### src/design/tcc_pkg.sv
package tcc_pkg;
  localparam int unsigned ADDR_W = 16;
  localparam int unsigned NUM_CMP = 3;

  // register byte addresses; status and control aliases sit at +4 clear, +8 set, +c toggle
  localparam logic [15:0] OFS_STATUS = 16'h2300;
  localparam logic [15:0] OFS_CTRL1 = 16'h2310;
  localparam logic [15:0] OFS_CTRL2 = 16'h2330;
  localparam logic [15:0] OFS_CTRL3 = 16'h2350;
  localparam logic [15:0] OFS_IRQ_STATUS = 16'h2370;
  localparam logic [15:0] OFS_IRQ_MASK = 16'h2380;

  localparam logic [1:0] OP_WRITE = 2'h0;
  localparam logic [1:0] OP_CLEAR = 2'h1;
  localparam logic [1:0] OP_SET = 2'h2;
  localparam logic [1:0] OP_TOGGLE = 2'h3;

  // per comparator control fields
  localparam int unsigned CTL_ENABLE = 15;
  localparam int unsigned CTL_PIN_EN = 14;
  localparam int unsigned CTL_INVERT = 13;
  localparam int unsigned CTL_EVENT = 9;
  localparam int unsigned CTL_RESULT = 8;
  localparam int unsigned CTL_EDGE_LSB = 6;
  localparam int unsigned CTL_POS_SEL = 4;
  localparam int unsigned CTL_NEG_LSB = 0;
  localparam logic [15:0] CTL_WRITABLE = 16'he0d3;
  localparam logic [15:0] CTL_RESET = 16'h0000;

  // shared status fields
  localparam int unsigned ST_EVT_LSB = 16;
  localparam int unsigned ST_HALT = 13;
  localparam int unsigned ST_REFSEL = 8;
  localparam int unsigned ST_OUT_LSB = 0;
  localparam logic [31:0] ST_WRITABLE = 32'h00002100;
  localparam logic [31:0] ST_RESET = 32'h00000000;
  localparam logic [2:0] IRQ_RESET = 3'h0;

  localparam logic [1:0] EDGE_NONE = 2'h0;
  localparam logic [1:0] EDGE_RISE = 2'h1;
  localparam logic [1:0] EDGE_FALL = 2'h2;
  localparam logic [1:0] EDGE_ANY = 2'h3;

  localparam logic [1:0] RESP_OKAY = 2'h0;
  localparam logic [1:0] RESP_SLVERR = 2'h2;

  typedef enum logic [2:0] {
    SEL_STATUS,
    SEL_CTRL1,
    SEL_CTRL2,
    SEL_CTRL3,
    SEL_IRQ_STATUS,
    SEL_IRQ_MASK,
    SEL_NONE
  } tcc_sel_t;
endpackage : tcc_pkg

### src/design/tcc_top.sv
// Chosen here: the AXI4-Lite slave port.
`timescale 1ns/1ps

module tcc_top (
  input wire logic ref_clk_i, // 100 MHz peripheral clock
  input wire logic rst_i, // synchronous reset, active high
  input wire logic [tcc_pkg::ADDR_W-1:0] s_axi_awaddr_i, // write address
  input wire logic s_axi_awvalid_i, // write address valid
  output logic s_axi_awready_o, // write address ready
  input wire logic [31:0] s_axi_wdata_i, // write data
  input wire logic [3:0] s_axi_wstrb_i, // write byte strobes
  input wire logic s_axi_wvalid_i, // write data valid
  output logic s_axi_wready_o, // write data ready
  output logic [1:0] s_axi_bresp_o, // write response
  output logic s_axi_bvalid_o, // write response valid
  input wire logic s_axi_bready_i, // write response ready
  input wire logic [tcc_pkg::ADDR_W-1:0] s_axi_araddr_i, // read address
  input wire logic s_axi_arvalid_i, // read address valid
  output logic s_axi_arready_o, // read address ready
  output logic [31:0] s_axi_rdata_o, // read data
  output logic [1:0] s_axi_rresp_o, // read response
  output logic s_axi_rvalid_o, // read data valid
  input wire logic s_axi_rready_i, // read data ready
  input wire logic [2:0] comp_raw_i, // raw analog comparator results, asynchronous
  input wire logic idle_i, // device is in idle mode, same clock domain
  output logic [2:0] comparator_run_o, // analog comparator powered and running
  output logic [2:0] positive_input_select_o, // 1 internal reference, 0 input a
  output logic [5:0] negative_input_select_o, // two bits per comparator
  output logic reference_source_select_o, // 1 external reference pin, 0 band gap
  output logic [2:0] result_output_pin_o, // comparator result pins
  output logic [2:0] result_pin_oe_n_o, // low while a pin is driven
  output logic irq_o // level interrupt
);

  //////////////////////////////////////////////////////////////////////////////
  // decode helpers

  function automatic tcc_pkg::tcc_sel_t tcc_decode(input logic [tcc_pkg::ADDR_W-1:0] a);
    tcc_pkg::tcc_sel_t s;
    s = tcc_pkg::SEL_NONE;
    if (a[15:4] == tcc_pkg::OFS_STATUS[15:4]) begin
      s = tcc_pkg::SEL_STATUS;
    end else if (a[15:4] == tcc_pkg::OFS_CTRL1[15:4]) begin
      s = tcc_pkg::SEL_CTRL1;
    end else if (a[15:4] == tcc_pkg::OFS_CTRL2[15:4]) begin
      s = tcc_pkg::SEL_CTRL2;
    end else if (a[15:4] == tcc_pkg::OFS_CTRL3[15:4]) begin
      s = tcc_pkg::SEL_CTRL3;
    end else if (a[15:2] == tcc_pkg::OFS_IRQ_STATUS[15:2]) begin
      s = tcc_pkg::SEL_IRQ_STATUS;
    end else if (a[15:2] == tcc_pkg::OFS_IRQ_MASK[15:2]) begin
      s = tcc_pkg::SEL_IRQ_MASK;
    end
    return s;
  endfunction : tcc_decode

  // alias write: plain, clear, set or toggle, limited to strobed bytes
  function automatic logic [31:0] tcc_apply(input logic [31:0] old, input logic [31:0] d,
                                            input logic [3:0] strb, input logic [1:0] op);
    logic [31:0] m;
    logic [31:0] r;
    m = {{8{strb[3]}}, {8{strb[2]}}, {8{strb[1]}}, {8{strb[0]}}};
    case (op)
      tcc_pkg::OP_WRITE: r = (old & ~m) | (d & m);
      tcc_pkg::OP_CLEAR: r = old & ~(d & m);
      tcc_pkg::OP_SET: r = old | (d & m);
      tcc_pkg::OP_TOGGLE: r = old ^ (d & m);
      default: r = old;
    endcase
    return r;
  endfunction : tcc_apply

  //////////////////////////////////////////////////////////////////////////////
  // state

  logic [15:0] ctrl_q [3];
  logic [31:0] status_q;
  logic [2:0] evt_q;
  logic [2:0] sync1_q;
  logic [2:0] sync2_q;
  logic [2:0] prev_q;
  logic [2:0] adj;
  logic [2:0] running;
  logic [2:0] trig;
  logic [2:0] result_mirror;
  logic [2:0] sw_clr_evt;
  logic [2:0] irq_st_q;
  logic [2:0] irq_mask_q;
  logic aw_hold_q;
  logic w_hold_q;
  logic [tcc_pkg::ADDR_W-1:0] awaddr_q;
  logic [31:0] wdata_q;
  logic [3:0] wstrb_q;
  logic wr_fire;
  tcc_pkg::tcc_sel_t wr_sel;
  tcc_pkg::tcc_sel_t rd_sel;
  logic [31:0] ctrl_word [3];
  logic [31:0] next_ctrl [3];
  logic [31:0] next_status;
  logic [31:0] status_word;

  //////////////////////////////////////////////////////////////////////////////
  // axi4-lite write path: address and data are parked independently

  assign s_axi_awready_o = ~aw_hold_q;
  assign s_axi_wready_o = ~w_hold_q;
  assign wr_fire = aw_hold_q & w_hold_q & ~s_axi_bvalid_o;
  assign wr_sel = tcc_decode(awaddr_q);

  always_ff @(posedge ref_clk_i) begin
    if (rst_i) begin
      aw_hold_q <= 1'b0;
      w_hold_q <= 1'b0;
      awaddr_q <= '0;
      wdata_q <= 32'h0;
      wstrb_q <= 4'h0;
      s_axi_bvalid_o <= 1'b0;
      s_axi_bresp_o <= tcc_pkg::RESP_OKAY;
    end else begin
      if (s_axi_awvalid_i && !aw_hold_q) begin
        aw_hold_q <= 1'b1;
        awaddr_q <= s_axi_awaddr_i;
      end
      if (s_axi_wvalid_i && !w_hold_q) begin
        w_hold_q <= 1'b1;
        wdata_q <= s_axi_wdata_i;
        wstrb_q <= s_axi_wstrb_i;
      end
      if (wr_fire) begin
        aw_hold_q <= 1'b0;
        w_hold_q <= 1'b0;
        s_axi_bvalid_o <= 1'b1;
        s_axi_bresp_o <= (wr_sel == tcc_pkg::SEL_NONE) ? tcc_pkg::RESP_SLVERR :
                         tcc_pkg::RESP_OKAY;
      end else if (s_axi_bvalid_o && s_axi_bready_i) begin
        s_axi_bvalid_o <= 1'b0;
      end
    end
  end

  //////////////////////////////////////////////////////////////////////////////
  // axi4-lite read path

  assign s_axi_arready_o = ~s_axi_rvalid_o;
  assign rd_sel = tcc_decode(s_axi_araddr_i);

  always_ff @(posedge ref_clk_i) begin
    if (rst_i) begin
      s_axi_rvalid_o <= 1'b0;
      s_axi_rdata_o <= 32'h0;
      s_axi_rresp_o <= tcc_pkg::RESP_OKAY;
    end else if (s_axi_arvalid_i && !s_axi_rvalid_o) begin
      s_axi_rvalid_o <= 1'b1;
      s_axi_rresp_o <= tcc_pkg::RESP_OKAY;
      case (rd_sel)
        tcc_pkg::SEL_STATUS: s_axi_rdata_o <= status_word;
        tcc_pkg::SEL_CTRL1: s_axi_rdata_o <= ctrl_word[0];
        tcc_pkg::SEL_CTRL2: s_axi_rdata_o <= ctrl_word[1];
        tcc_pkg::SEL_CTRL3: s_axi_rdata_o <= ctrl_word[2];
        tcc_pkg::SEL_IRQ_STATUS: s_axi_rdata_o <= {29'h0, irq_st_q};
        tcc_pkg::SEL_IRQ_MASK: s_axi_rdata_o <= {29'h0, irq_mask_q};
        default: begin
          s_axi_rdata_o <= 32'h0;
          s_axi_rresp_o <= tcc_pkg::RESP_SLVERR;
        end
      endcase
    end else if (s_axi_rvalid_o && s_axi_rready_i) begin
      s_axi_rvalid_o <= 1'b0;
    end
  end

  //////////////////////////////////////////////////////////////////////////////
  // shared status register

  // mirrors are assembled on read so software can never store into them
  always_comb begin
    status_word = status_q & tcc_pkg::ST_WRITABLE;
    status_word[tcc_pkg::ST_EVT_LSB +: 3] = evt_q;
    status_word[tcc_pkg::ST_OUT_LSB +: 3] = result_mirror;
  end

  assign next_status = tcc_apply(status_q, wdata_q, wstrb_q, awaddr_q[3:2]);

  always_ff @(posedge ref_clk_i) begin
    if (rst_i) begin
      status_q <= tcc_pkg::ST_RESET;
    end else if (wr_fire && wr_sel == tcc_pkg::SEL_STATUS) begin
      status_q <= next_status & tcc_pkg::ST_WRITABLE;
    end
  end

  assign reference_source_select_o = status_q[tcc_pkg::ST_REFSEL];

  genvar g;
  generate
    for (g = 0; g < 3; g++) begin : g_cmp
      logic [1:0] edge_sel;
      logic rise;
      logic fall;

      always_comb begin
        ctrl_word[g] = {16'h0, ctrl_q[g] & tcc_pkg::CTL_WRITABLE};
        ctrl_word[g][tcc_pkg::CTL_EVENT] = evt_q[g];
        ctrl_word[g][tcc_pkg::CTL_RESULT] = result_mirror[g];
      end

      assign next_ctrl[g] = tcc_apply(ctrl_word[g], wdata_q, wstrb_q, awaddr_q[3:2]);

      always_ff @(posedge ref_clk_i) begin
        if (rst_i) begin
          ctrl_q[g] <= tcc_pkg::CTL_RESET;
        end else if (wr_fire && wr_sel == tcc_pkg::tcc_sel_t'(g + 1)) begin
          ctrl_q[g] <= next_ctrl[g][15:0] & tcc_pkg::CTL_WRITABLE;
        end
      end

      // enable gated by the idle halt request
      assign running[g] = ctrl_q[g][tcc_pkg::CTL_ENABLE] &
                          ~(status_q[tcc_pkg::ST_HALT] & idle_i);
      assign comparator_run_o[g] = running[g];
      assign positive_input_select_o[g] = ctrl_q[g][tcc_pkg::CTL_POS_SEL];
      assign negative_input_select_o[2*g +: 2] = ctrl_q[g][tcc_pkg::CTL_NEG_LSB +: 2];

      // the pin sees the raw result, so it may glitch; status never does
      assign result_output_pin_o[g] = running[g] & ctrl_q[g][tcc_pkg::CTL_PIN_EN] &
                                      (comp_raw_i[g] ^ ctrl_q[g][tcc_pkg::CTL_INVERT]);
      assign result_pin_oe_n_o[g] = ~(running[g] & ctrl_q[g][tcc_pkg::CTL_PIN_EN]);

      always_ff @(posedge ref_clk_i) begin
        if (rst_i) begin
          sync1_q[g] <= 1'b0;
          sync2_q[g] <= 1'b0;
        end else begin
          sync1_q[g] <= comp_raw_i[g];
          sync2_q[g] <= sync1_q[g];
        end
      end

      assign adj[g] = sync2_q[g] ^ ctrl_q[g][tcc_pkg::CTL_INVERT];
      assign result_mirror[g] = running[g] & adj[g];

      always_ff @(posedge ref_clk_i) begin
        if (rst_i) begin
          prev_q[g] <= 1'b0;
        end else begin
          prev_q[g] <= adj[g];
        end
      end

      assign edge_sel = ctrl_q[g][tcc_pkg::CTL_EDGE_LSB +: 2];
      assign rise = adj[g] & ~prev_q[g];
      assign fall = ~adj[g] & prev_q[g];

      always_comb begin
        case (edge_sel)
          tcc_pkg::EDGE_NONE: trig[g] = 1'b0;
          tcc_pkg::EDGE_RISE: trig[g] = rise;
          tcc_pkg::EDGE_FALL: trig[g] = fall;
          tcc_pkg::EDGE_ANY: trig[g] = rise | fall;
          default: trig[g] = 1'b0;
        endcase
        // an inversion change alone would fake an edge; this is accepted
        trig[g] = trig[g] & running[g] & ~evt_q[g];
      end

      // software clears the flag by any write that leaves it zero: plain write of zero, or a one through the clear or toggle alias
      assign sw_clr_evt[g] = wr_fire && wr_sel == tcc_pkg::tcc_sel_t'(g + 1) &&
                             !next_ctrl[g][tcc_pkg::CTL_EVENT];

      always_ff @(posedge ref_clk_i) begin
        if (rst_i) begin
          evt_q[g] <= 1'b0;
        end else if (trig[g]) begin
          evt_q[g] <= 1'b1;
        end else if (sw_clr_evt[g]) begin
          evt_q[g] <= 1'b0;
        end
      end

    end
  endgenerate

  //////////////////////////////////////////////////////////////////////////////
  // interrupt status and mask

  always_ff @(posedge ref_clk_i) begin
    if (rst_i) begin
      irq_st_q <= tcc_pkg::IRQ_RESET;
      irq_mask_q <= tcc_pkg::IRQ_RESET;
    end else begin
      // a new event in the clearing cycle survives the write of one
      if (wr_fire && wr_sel == tcc_pkg::SEL_IRQ_STATUS && wstrb_q[0]) begin
        irq_st_q <= (irq_st_q & ~wdata_q[2:0]) | trig;
      end else begin
        irq_st_q <= irq_st_q | trig;
      end
      if (wr_fire && wr_sel == tcc_pkg::SEL_IRQ_MASK && wstrb_q[0]) begin
        irq_mask_q <= wdata_q[2:0];
      end
    end
  end

  assign irq_o = |(irq_st_q & irq_mask_q);
endmodule : tcc_top

### config.mk
export PLATFORM = sky130hd
export DESIGN_NAME = tcc_top
export DESIGN_NICKNAME = d
export VERILOG_FILES = /design/src/design/tcc_pkg.sv /design/src/design/tcc_top.sv
export SDC_FILE = /design/constraint.sdc
export NUM_CORES = 1
export LEC_CHECK = 0
export BUFFER_PORTS_ARGS = -buffer_cell sky130_fd_sc_hd__buf_2
export CAP_MARGIN = 20
export CORE_ASPECT_RATIO = 0.9
export CORE_MARGIN = 1
export CORE_UTILIZATION = 25
export CTS_CLUSTER_DIAMETER = 50
export DETAILED_ROUTE_END_ITERATION = 7
export GPL_TIMING_DRIVEN = 0
export PLACE_DENSITY = 0.44
export SYNTH_ARGS = -nofsm -noshare
export SYNTH_HDL_FRONTEND = slang
export SYNTH_SLANG_ARGS = --single-unit
### constraint.sdc
create_clock -name ref_clk_i -period 2.35 [get_ports ref_clk_i]
set_input_delay 0.705 -clock ref_clk_i [delete_from_list [all_inputs] [get_ports ref_clk_i]]
set_output_delay 0.705 -clock ref_clk_i [all_outputs]
set_load 0.005 [all_outputs]
==> results.txt, run 1 <==
ys flop type: dfxtp_1
Finish-stage setup viols: 0
io pins: 140
Setup Skew: 9.08 ps
area of the core: 24500 µm²
vias: 5452
P_leak: 3.11 nW
critical path type: primary input to output pin
number of max-cap violations: 0
Via density: 4.64
syn avg cell area: 8.84 µm²
Final Max Slew Viols: 0
status: finished, final reports clean
post-synthesis sequential area ratio: 32.8%
Routed Antenna Nets: 0
CTS tree: done
cell with the most instances after synthesis: nand2_1
drt first pass iters: 5
Gate Count Post-Synth: 711
Vert. Die Dim: 152 µm
Max Fclk: 439 MHz
number of distinct library cells after synthesis: 69
top-area cell type share of the netlist area: 21.3%
nets: 977
CP required: 1640 ps
EDFF count, synth: 24
Die W: 169 µm
power density over cell area: 535 nW/µm²
multi-input logic area: 3710 µm²
ys async rst share: 0%
worst-skew pair later-pin latency: 360 ps
Tcrit/Tclk final: 97.0%
Rows: 54
fill cell count: 2702
Power Total: 4.10 mW
yosys warns: 0
TritonCTS Buffers: 9
total global-route track usage: 15.7%
Starting Density: 25.7%
GRT overflow: 0
Sequential Area: 2060 µm²
Synth Cell Area: 6280 µm²
Worst EP arrival: 1570 ps
Critical Path Fanout Max: 5
GP Congestion: 0.794
Finished Layout Cells: 1176
H-tree levels: 3
clock buffer depth: 2
leading area contributor after synthesis: dfxtp_1
Routed WL: 19900 µm
CP Capture Type: output pin
Final Hold Viols: 0
first-pass GRT wire length: 30400 µm
Hold Buf Count CTS: 0
Syn-to-layout area delta: 21.8%
initial antenna violation count: 1
port bufs: 90
clock slew at reported path FFs: 70 ps
# DRC: 0
top cells by count, synth: nand2_1, a21oi_1, dfxtp_1
post-route minimum period: 2280 ps
Sink Count: 91
min-delay worst type: register to register
Max VDD drop: 0.264 mV
Yosys reg bits: 91
total die area: 25800 µm²
WL per Instance: 17.0 µm
largest net degree at the start of global routing: 16
vias in the first global route: 5061
Post-Place Cells: 1157
layout cells sized above 1: 24.9%
dpl hpwl: 15000 µm
Clock Tree Root: clkbuf_16
Worst-Margin Slew: 795 ps
synth top area cells: dfxtp_1, ha_1, edfxtp_1
DR iter-0 viols: 331
critical path startpoint category: primary input
relative slew slack: 47.0%
## placed cells by master (no fill, tap or decap), types with 4 or more instances in the layout
cell type	instances
conb_1	20
inv_1	47
a222oi_1	7
nor2b_1	13
buf_6	6
nor3_2	16
a211o_1	8
mux2_2	7
clkbuf_1	22
a211oi_1	5
nor2_1	30
dfxtp_1	66
nand2b_1	12
o21ai_0	21
buf_2	97
xnor2_1	4
a31oi_1	5
ha_1	64
a22o_1	15
nand2_1	104
a22oi_1	4
edfxtp_1	24
o211ai_1	4
clkbuf_16	10
a21oi_1	76
mux2i_1	22
nand3_1	14
buf_4	34
nor3_1	7
## sequential cells by signal, indices dropped and copies added (netlist names), 11 cells and up, named ones only
register / flops
awaddr_q: 14
wdata_q: 11
s_axi_rdata_o: 14
ctrl_q: 24
## routing by layer
metal	vias up	part of all wire, %	GRT usage, %	wire, µm
li1	2710	-	-	-
met1	2585	52	23.2	10300
met2	143	42	22.9	8370
met3	14	5.3	3.53	1060
met4	0	0.90	3.17	179
met5	-	0	0	0
## per-stage QoR
stage | setup slack (ps) | hold WS, ps | cell area, µm² | TNS, ps | util [%]
3_3_place_gp | -404 | 416 | 7230 | -14020 | 29.5
4_1_cts | 19.3 | 444 | 7610 | 0 | 31.1
5_1_grt | -3.94 | 460 | 7650 | -3.94 | 31.3
3_5_place_dp | -366 | 427 | 7240 | -11160 | 29.6
2_1_floorplan | 351 | 414 | 6360 | 0 | -
6_report | 70.4 | 437 | 7650 | 0 | 31.3
## critical path, stage by stage
cell and delay (ps):
buf_2 160, a21boi_4 300, nand2_1 170, nor2_1 120
buf_2 110
## cells by family (layout without fill, tap and decap cells)
kind of cell	count (synthesis)	count (layout)	share of synthesized area [%]
compound gates	174	174	18.8
simple gates	222	222	18.7
xor+xnor	7	7	0.976
fa+ha+maj	64	64	12.7
mux	32	32	5.83
buf+inv	120	229	10.1
flops	91	91	32.8
other cells	1	21	0.0597
## power by group
| part | internal, mW | switching (mW) |
|---|---|---|
| logic | 0.271 | 0.398 |
| registers | 1.67 | 0.0618 |
| clock network | 1.03 | 0.669 |
## area by class of cell
type,instances,share of cell area [%]
Multi-Input combinational cell,519,48.5
Sequential cell,91,27.0
Timing Repair Buffer,94,6.28
Buffer,71,5.93
Tap cell,336,5.49
Clock buffer,11,3.45
Inverter,48,2.35
Clock inverter,5,1.03
Antenna cell,1,0.0327
## worst paths after layout
kind | end | depth (start not counted) | startpoint | slack (ps)
setup / recovery | result_output_pin_o[0] | 5 | idle_i | 70
hold / removal | sync2_q[0] | 1 | sync1_q[0] | 440
setup reg to reg | ctrl_q[2][5] | 4 | awaddr_q[11] | 130
hold reg to reg | sync2_q[0] | 1 | sync1_q[0] | 440
## repair_timing
action | CTS | global route
pin swaps | 0 | 1
setup buffers | 0 | 3
setup endpoints to repair | 17 | 23
resized for setup | 7 | 6
endpoints found under the hold margin | 0 | 0
(Power assumes the default switching activity.)
==> inputs of run 2 (changes only) <==
--- a/config.mk
+++ b/config.mk
@@ -14,6 +14,7 @@
 export DETAILED_ROUTE_END_ITERATION = 7
 export GPL_TIMING_DRIVEN = 0
 export PLACE_DENSITY = 0.44
+export RECOVER_POWER = 50
 export SYNTH_ARGS = -nofsm -noshare
 export SYNTH_HDL_FRONTEND = slang
 export SYNTH_SLANG_ARGS = --single-unit
==> run 2 against run 1 <==
  * Fmax is 0.77% lower
  * Largest power group unchanged
  * Critical path type unchanged
  * Utilization shrank 0.072 points
  * Via count is 0.17% higher
==> results.txt, run 2 (same netlist as run 1, synthesis figures left out) <==
Critical Path Fanout Max: 5 (unchanged)
Final TNS setup: 0 ps (unchanged)
critical path startpoint category: primary input (unchanged)
drt first pass iters: 5 (unchanged)
critical path type: primary input to output pin (unchanged)
dpl hpwl: 15000 µm (unchanged)
switching portion of total power: 27.6% (about the same)
port bufs: 90 (unchanged)
n_diodes: 0 (was 1)
Max Fclk: 435 MHz (was 439 MHz)
Vert. Die Dim: 152 µm (unchanged)
r2r endpoint: ctrl_q[2][5] (unchanged)
relative slew slack: 45.7% (was 47.0%)
Worst EP arrival: 1590 ps (was 1570 ps)
DR iter-0 viols: 364 (was 331)
Rows: 54 (unchanged)
nets: 977 (unchanged)
Finish-stage setup viols: 0 (unchanged)
vias: 5461 (was 5452)
first-pass GRT wire length: 30400 µm (unchanged)
most frequent cells in the layout: nand2_1, buf_2, a21oi_1 (unchanged)
WL per Instance: 17.0 µm (about the same)
status: finished, final reports clean (unchanged)
RR Startpoint: awaddr_q[11] (unchanged)
min-delay worst type: register to register (unchanged)
initial antenna violation count: 1 (unchanged)
Clock Power Share: 41.5% (was 41.4%)
Final Hold Viols: 0 (unchanged)
P_leak: 3.07 nW (was 3.11 nW)
Sw Pwr: 1.13 mW (about the same)
hold endpoint: sync2_q[0] (unchanged)
Sink Count: 91 (unchanged)
most common cell after layout, fill and taps aside: nand2_1 (unchanged)
WHS: 437 ps (about the same)
Starting Density: 25.7% (unchanged)
Setup Skew: 8.45 ps (was 9.08 ps)
GP Congestion: 0.794 (unchanged)
largest registers: ctrl_q: 24 flops, awaddr_q: 14 flops, s_axi_rdata_o: 14 flops (unchanged)
wire length on met1: 10200 µm (was 10300 µm)
Die W: 169 µm (unchanged)
io pins: 140 (unchanged)
number of max-cap violations: 0 (unchanged)
R2R setup slack: 120 ps (was 130 ps)
Max VDD drop: 0.265 mV (was 0.264 mV)
CP required: 1640 ps (about the same)
Largest Register: ctrl_q (unchanged)
WHS Path Cells: 1 (unchanged)
total die area: 25800 µm² (unchanged)
dpl ws: -366 ps (unchanged)
Clock Tree Root: clkbuf_16 (unchanged)
area of the core: 24500 µm² (unchanged)
Tcrit/Tclk final: 97.8% (was 97.0%)
clock buffer depth: 2 (unchanged)
CTS tree: done (unchanged)
max reg flops: 24 (unchanged)
GRT overflow: 0 (unchanged)
worst hold path startpoint: sync1_q[0] (unchanged)
internal power: 2.97 mW (about the same)
vias in the first global route: 5061 (unchanged)
Met3 Wirelength: 1100 µm (was 1060 µm)
Seq pwr share: 42.3% (was 42.2%)
# DRC: 0 (unchanged)
routed wl met2: 8410 µm (was 8370 µm)
Routed Antenna Nets: 0 (unchanged)
Routed WL: 19900 µm (about the same)
Final WS setup: 52.8 ps (was 70.4 ps)
H-tree levels: 3 (unchanged)
power density over cell area: 536 nW/µm² (was 535 nW/µm²)
post-route minimum period: 2300 ps (was 2280 ps)
Comb power frac: 16.3% (about the same)
largest net degree at the start of global routing: 16 (unchanged)
Hold Buf Count CTS: 0 (unchanged)
total global-route track usage: 15.7% (unchanged)
clock slew at reported path FFs: 70 ps (about the same)
multi-input logic area: 3710 µm² (unchanged)
Syn-to-layout area delta: 21.5% (was 21.8%)
worst-skew pair later-pin latency: 360 ps (about the same)
R2R cell count: 4 (unchanged)
layout cells sized above 1: 23.7% (was 24.9%)
Via density: 4.65 (was 4.64)
Sequential Area: 2060 µm² (unchanged)
TritonCTS Buffers: 9 (unchanged)
Top Layer Used: met4 (unchanged)
fill cell count: 2708 (was 2702)
Worst-Margin Slew: 814 ps (was 795 ps)
Final Max Slew Viols: 0 (unchanged)
CP Capture Type: output pin (unchanged)
==> run 2: cell type report <==
type                            instances  area share (%)
Clock buffer                           11            3.46
Sequential cell                        91            27.0
Clock inverter                          5            1.03
Inverter                               48            2.36
Timing Repair Buffer                   94            6.09
Multi-Input combinational cell        519            48.6
Buffer                                 71            5.95
Tap cell                              336            5.50
==> run 2: what timing repair did <==
item	in CTS	in global routing
setup endpoints to repair	17	23
gates resized for setup	7	6
pin swaps	0	1
setup buffers	0	3
hold endpoints to repair	0	0
==> run 2: worst max-delay path: stages <==
cell and delay (ps):
buf_2 170, a21boi_4 310, nand2_1 170, nor2_1 120, buf_2 110
==> run 2: stage by stage <==
step                      power, mW  area, µm²  utilization, %  std cells
final                          4.09       7640            31.2       1175
after global routing           4.30       7640            31.2       1175
after CTS                      4.14       7610            31.1       1172
after detailed placement       2.43       7240            29.6       1157
after global placement         2.42       7230            29.5       1156
after floorplan                2.20       6360               -        730
==> run 2: power groups by stage <==
stage                     Combinational [mW]  Clock [mW]  Sequential [mW]
after detailed placement               0.666           0             1.76
after global placement                 0.661           0             1.76
after floorplan                        0.454           0             1.74
after global routing                   0.745        1.82             1.74
final                                  0.666        1.70             1.73
after CTS                              0.669        1.74             1.73
==> run 2: worst max-delay path by stage <==
stage,start,to,cells past startpoint
after floorplan,s_axi_araddr_i[7],s_axi_rdata_o[0],6
after global routing,s_axi_araddr_i[7],s_axi_rdata_o[15],6
after CTS,register,result_output_pin_o[1],4
after detailed placement,s_axi_araddr_i[6],s_axi_rdata_o[14],6
after global placement,rst_i,ctrl_q[0][0],4
final,idle_i,result_output_pin_o[0],5
==> run 2: layer usage <==
layer  track usage (%)  vias up
met2              22.9      148
met5                 0        -
met4              3.17        0
met1              23.2     2597
met3              3.53       13
li1                  -     2703
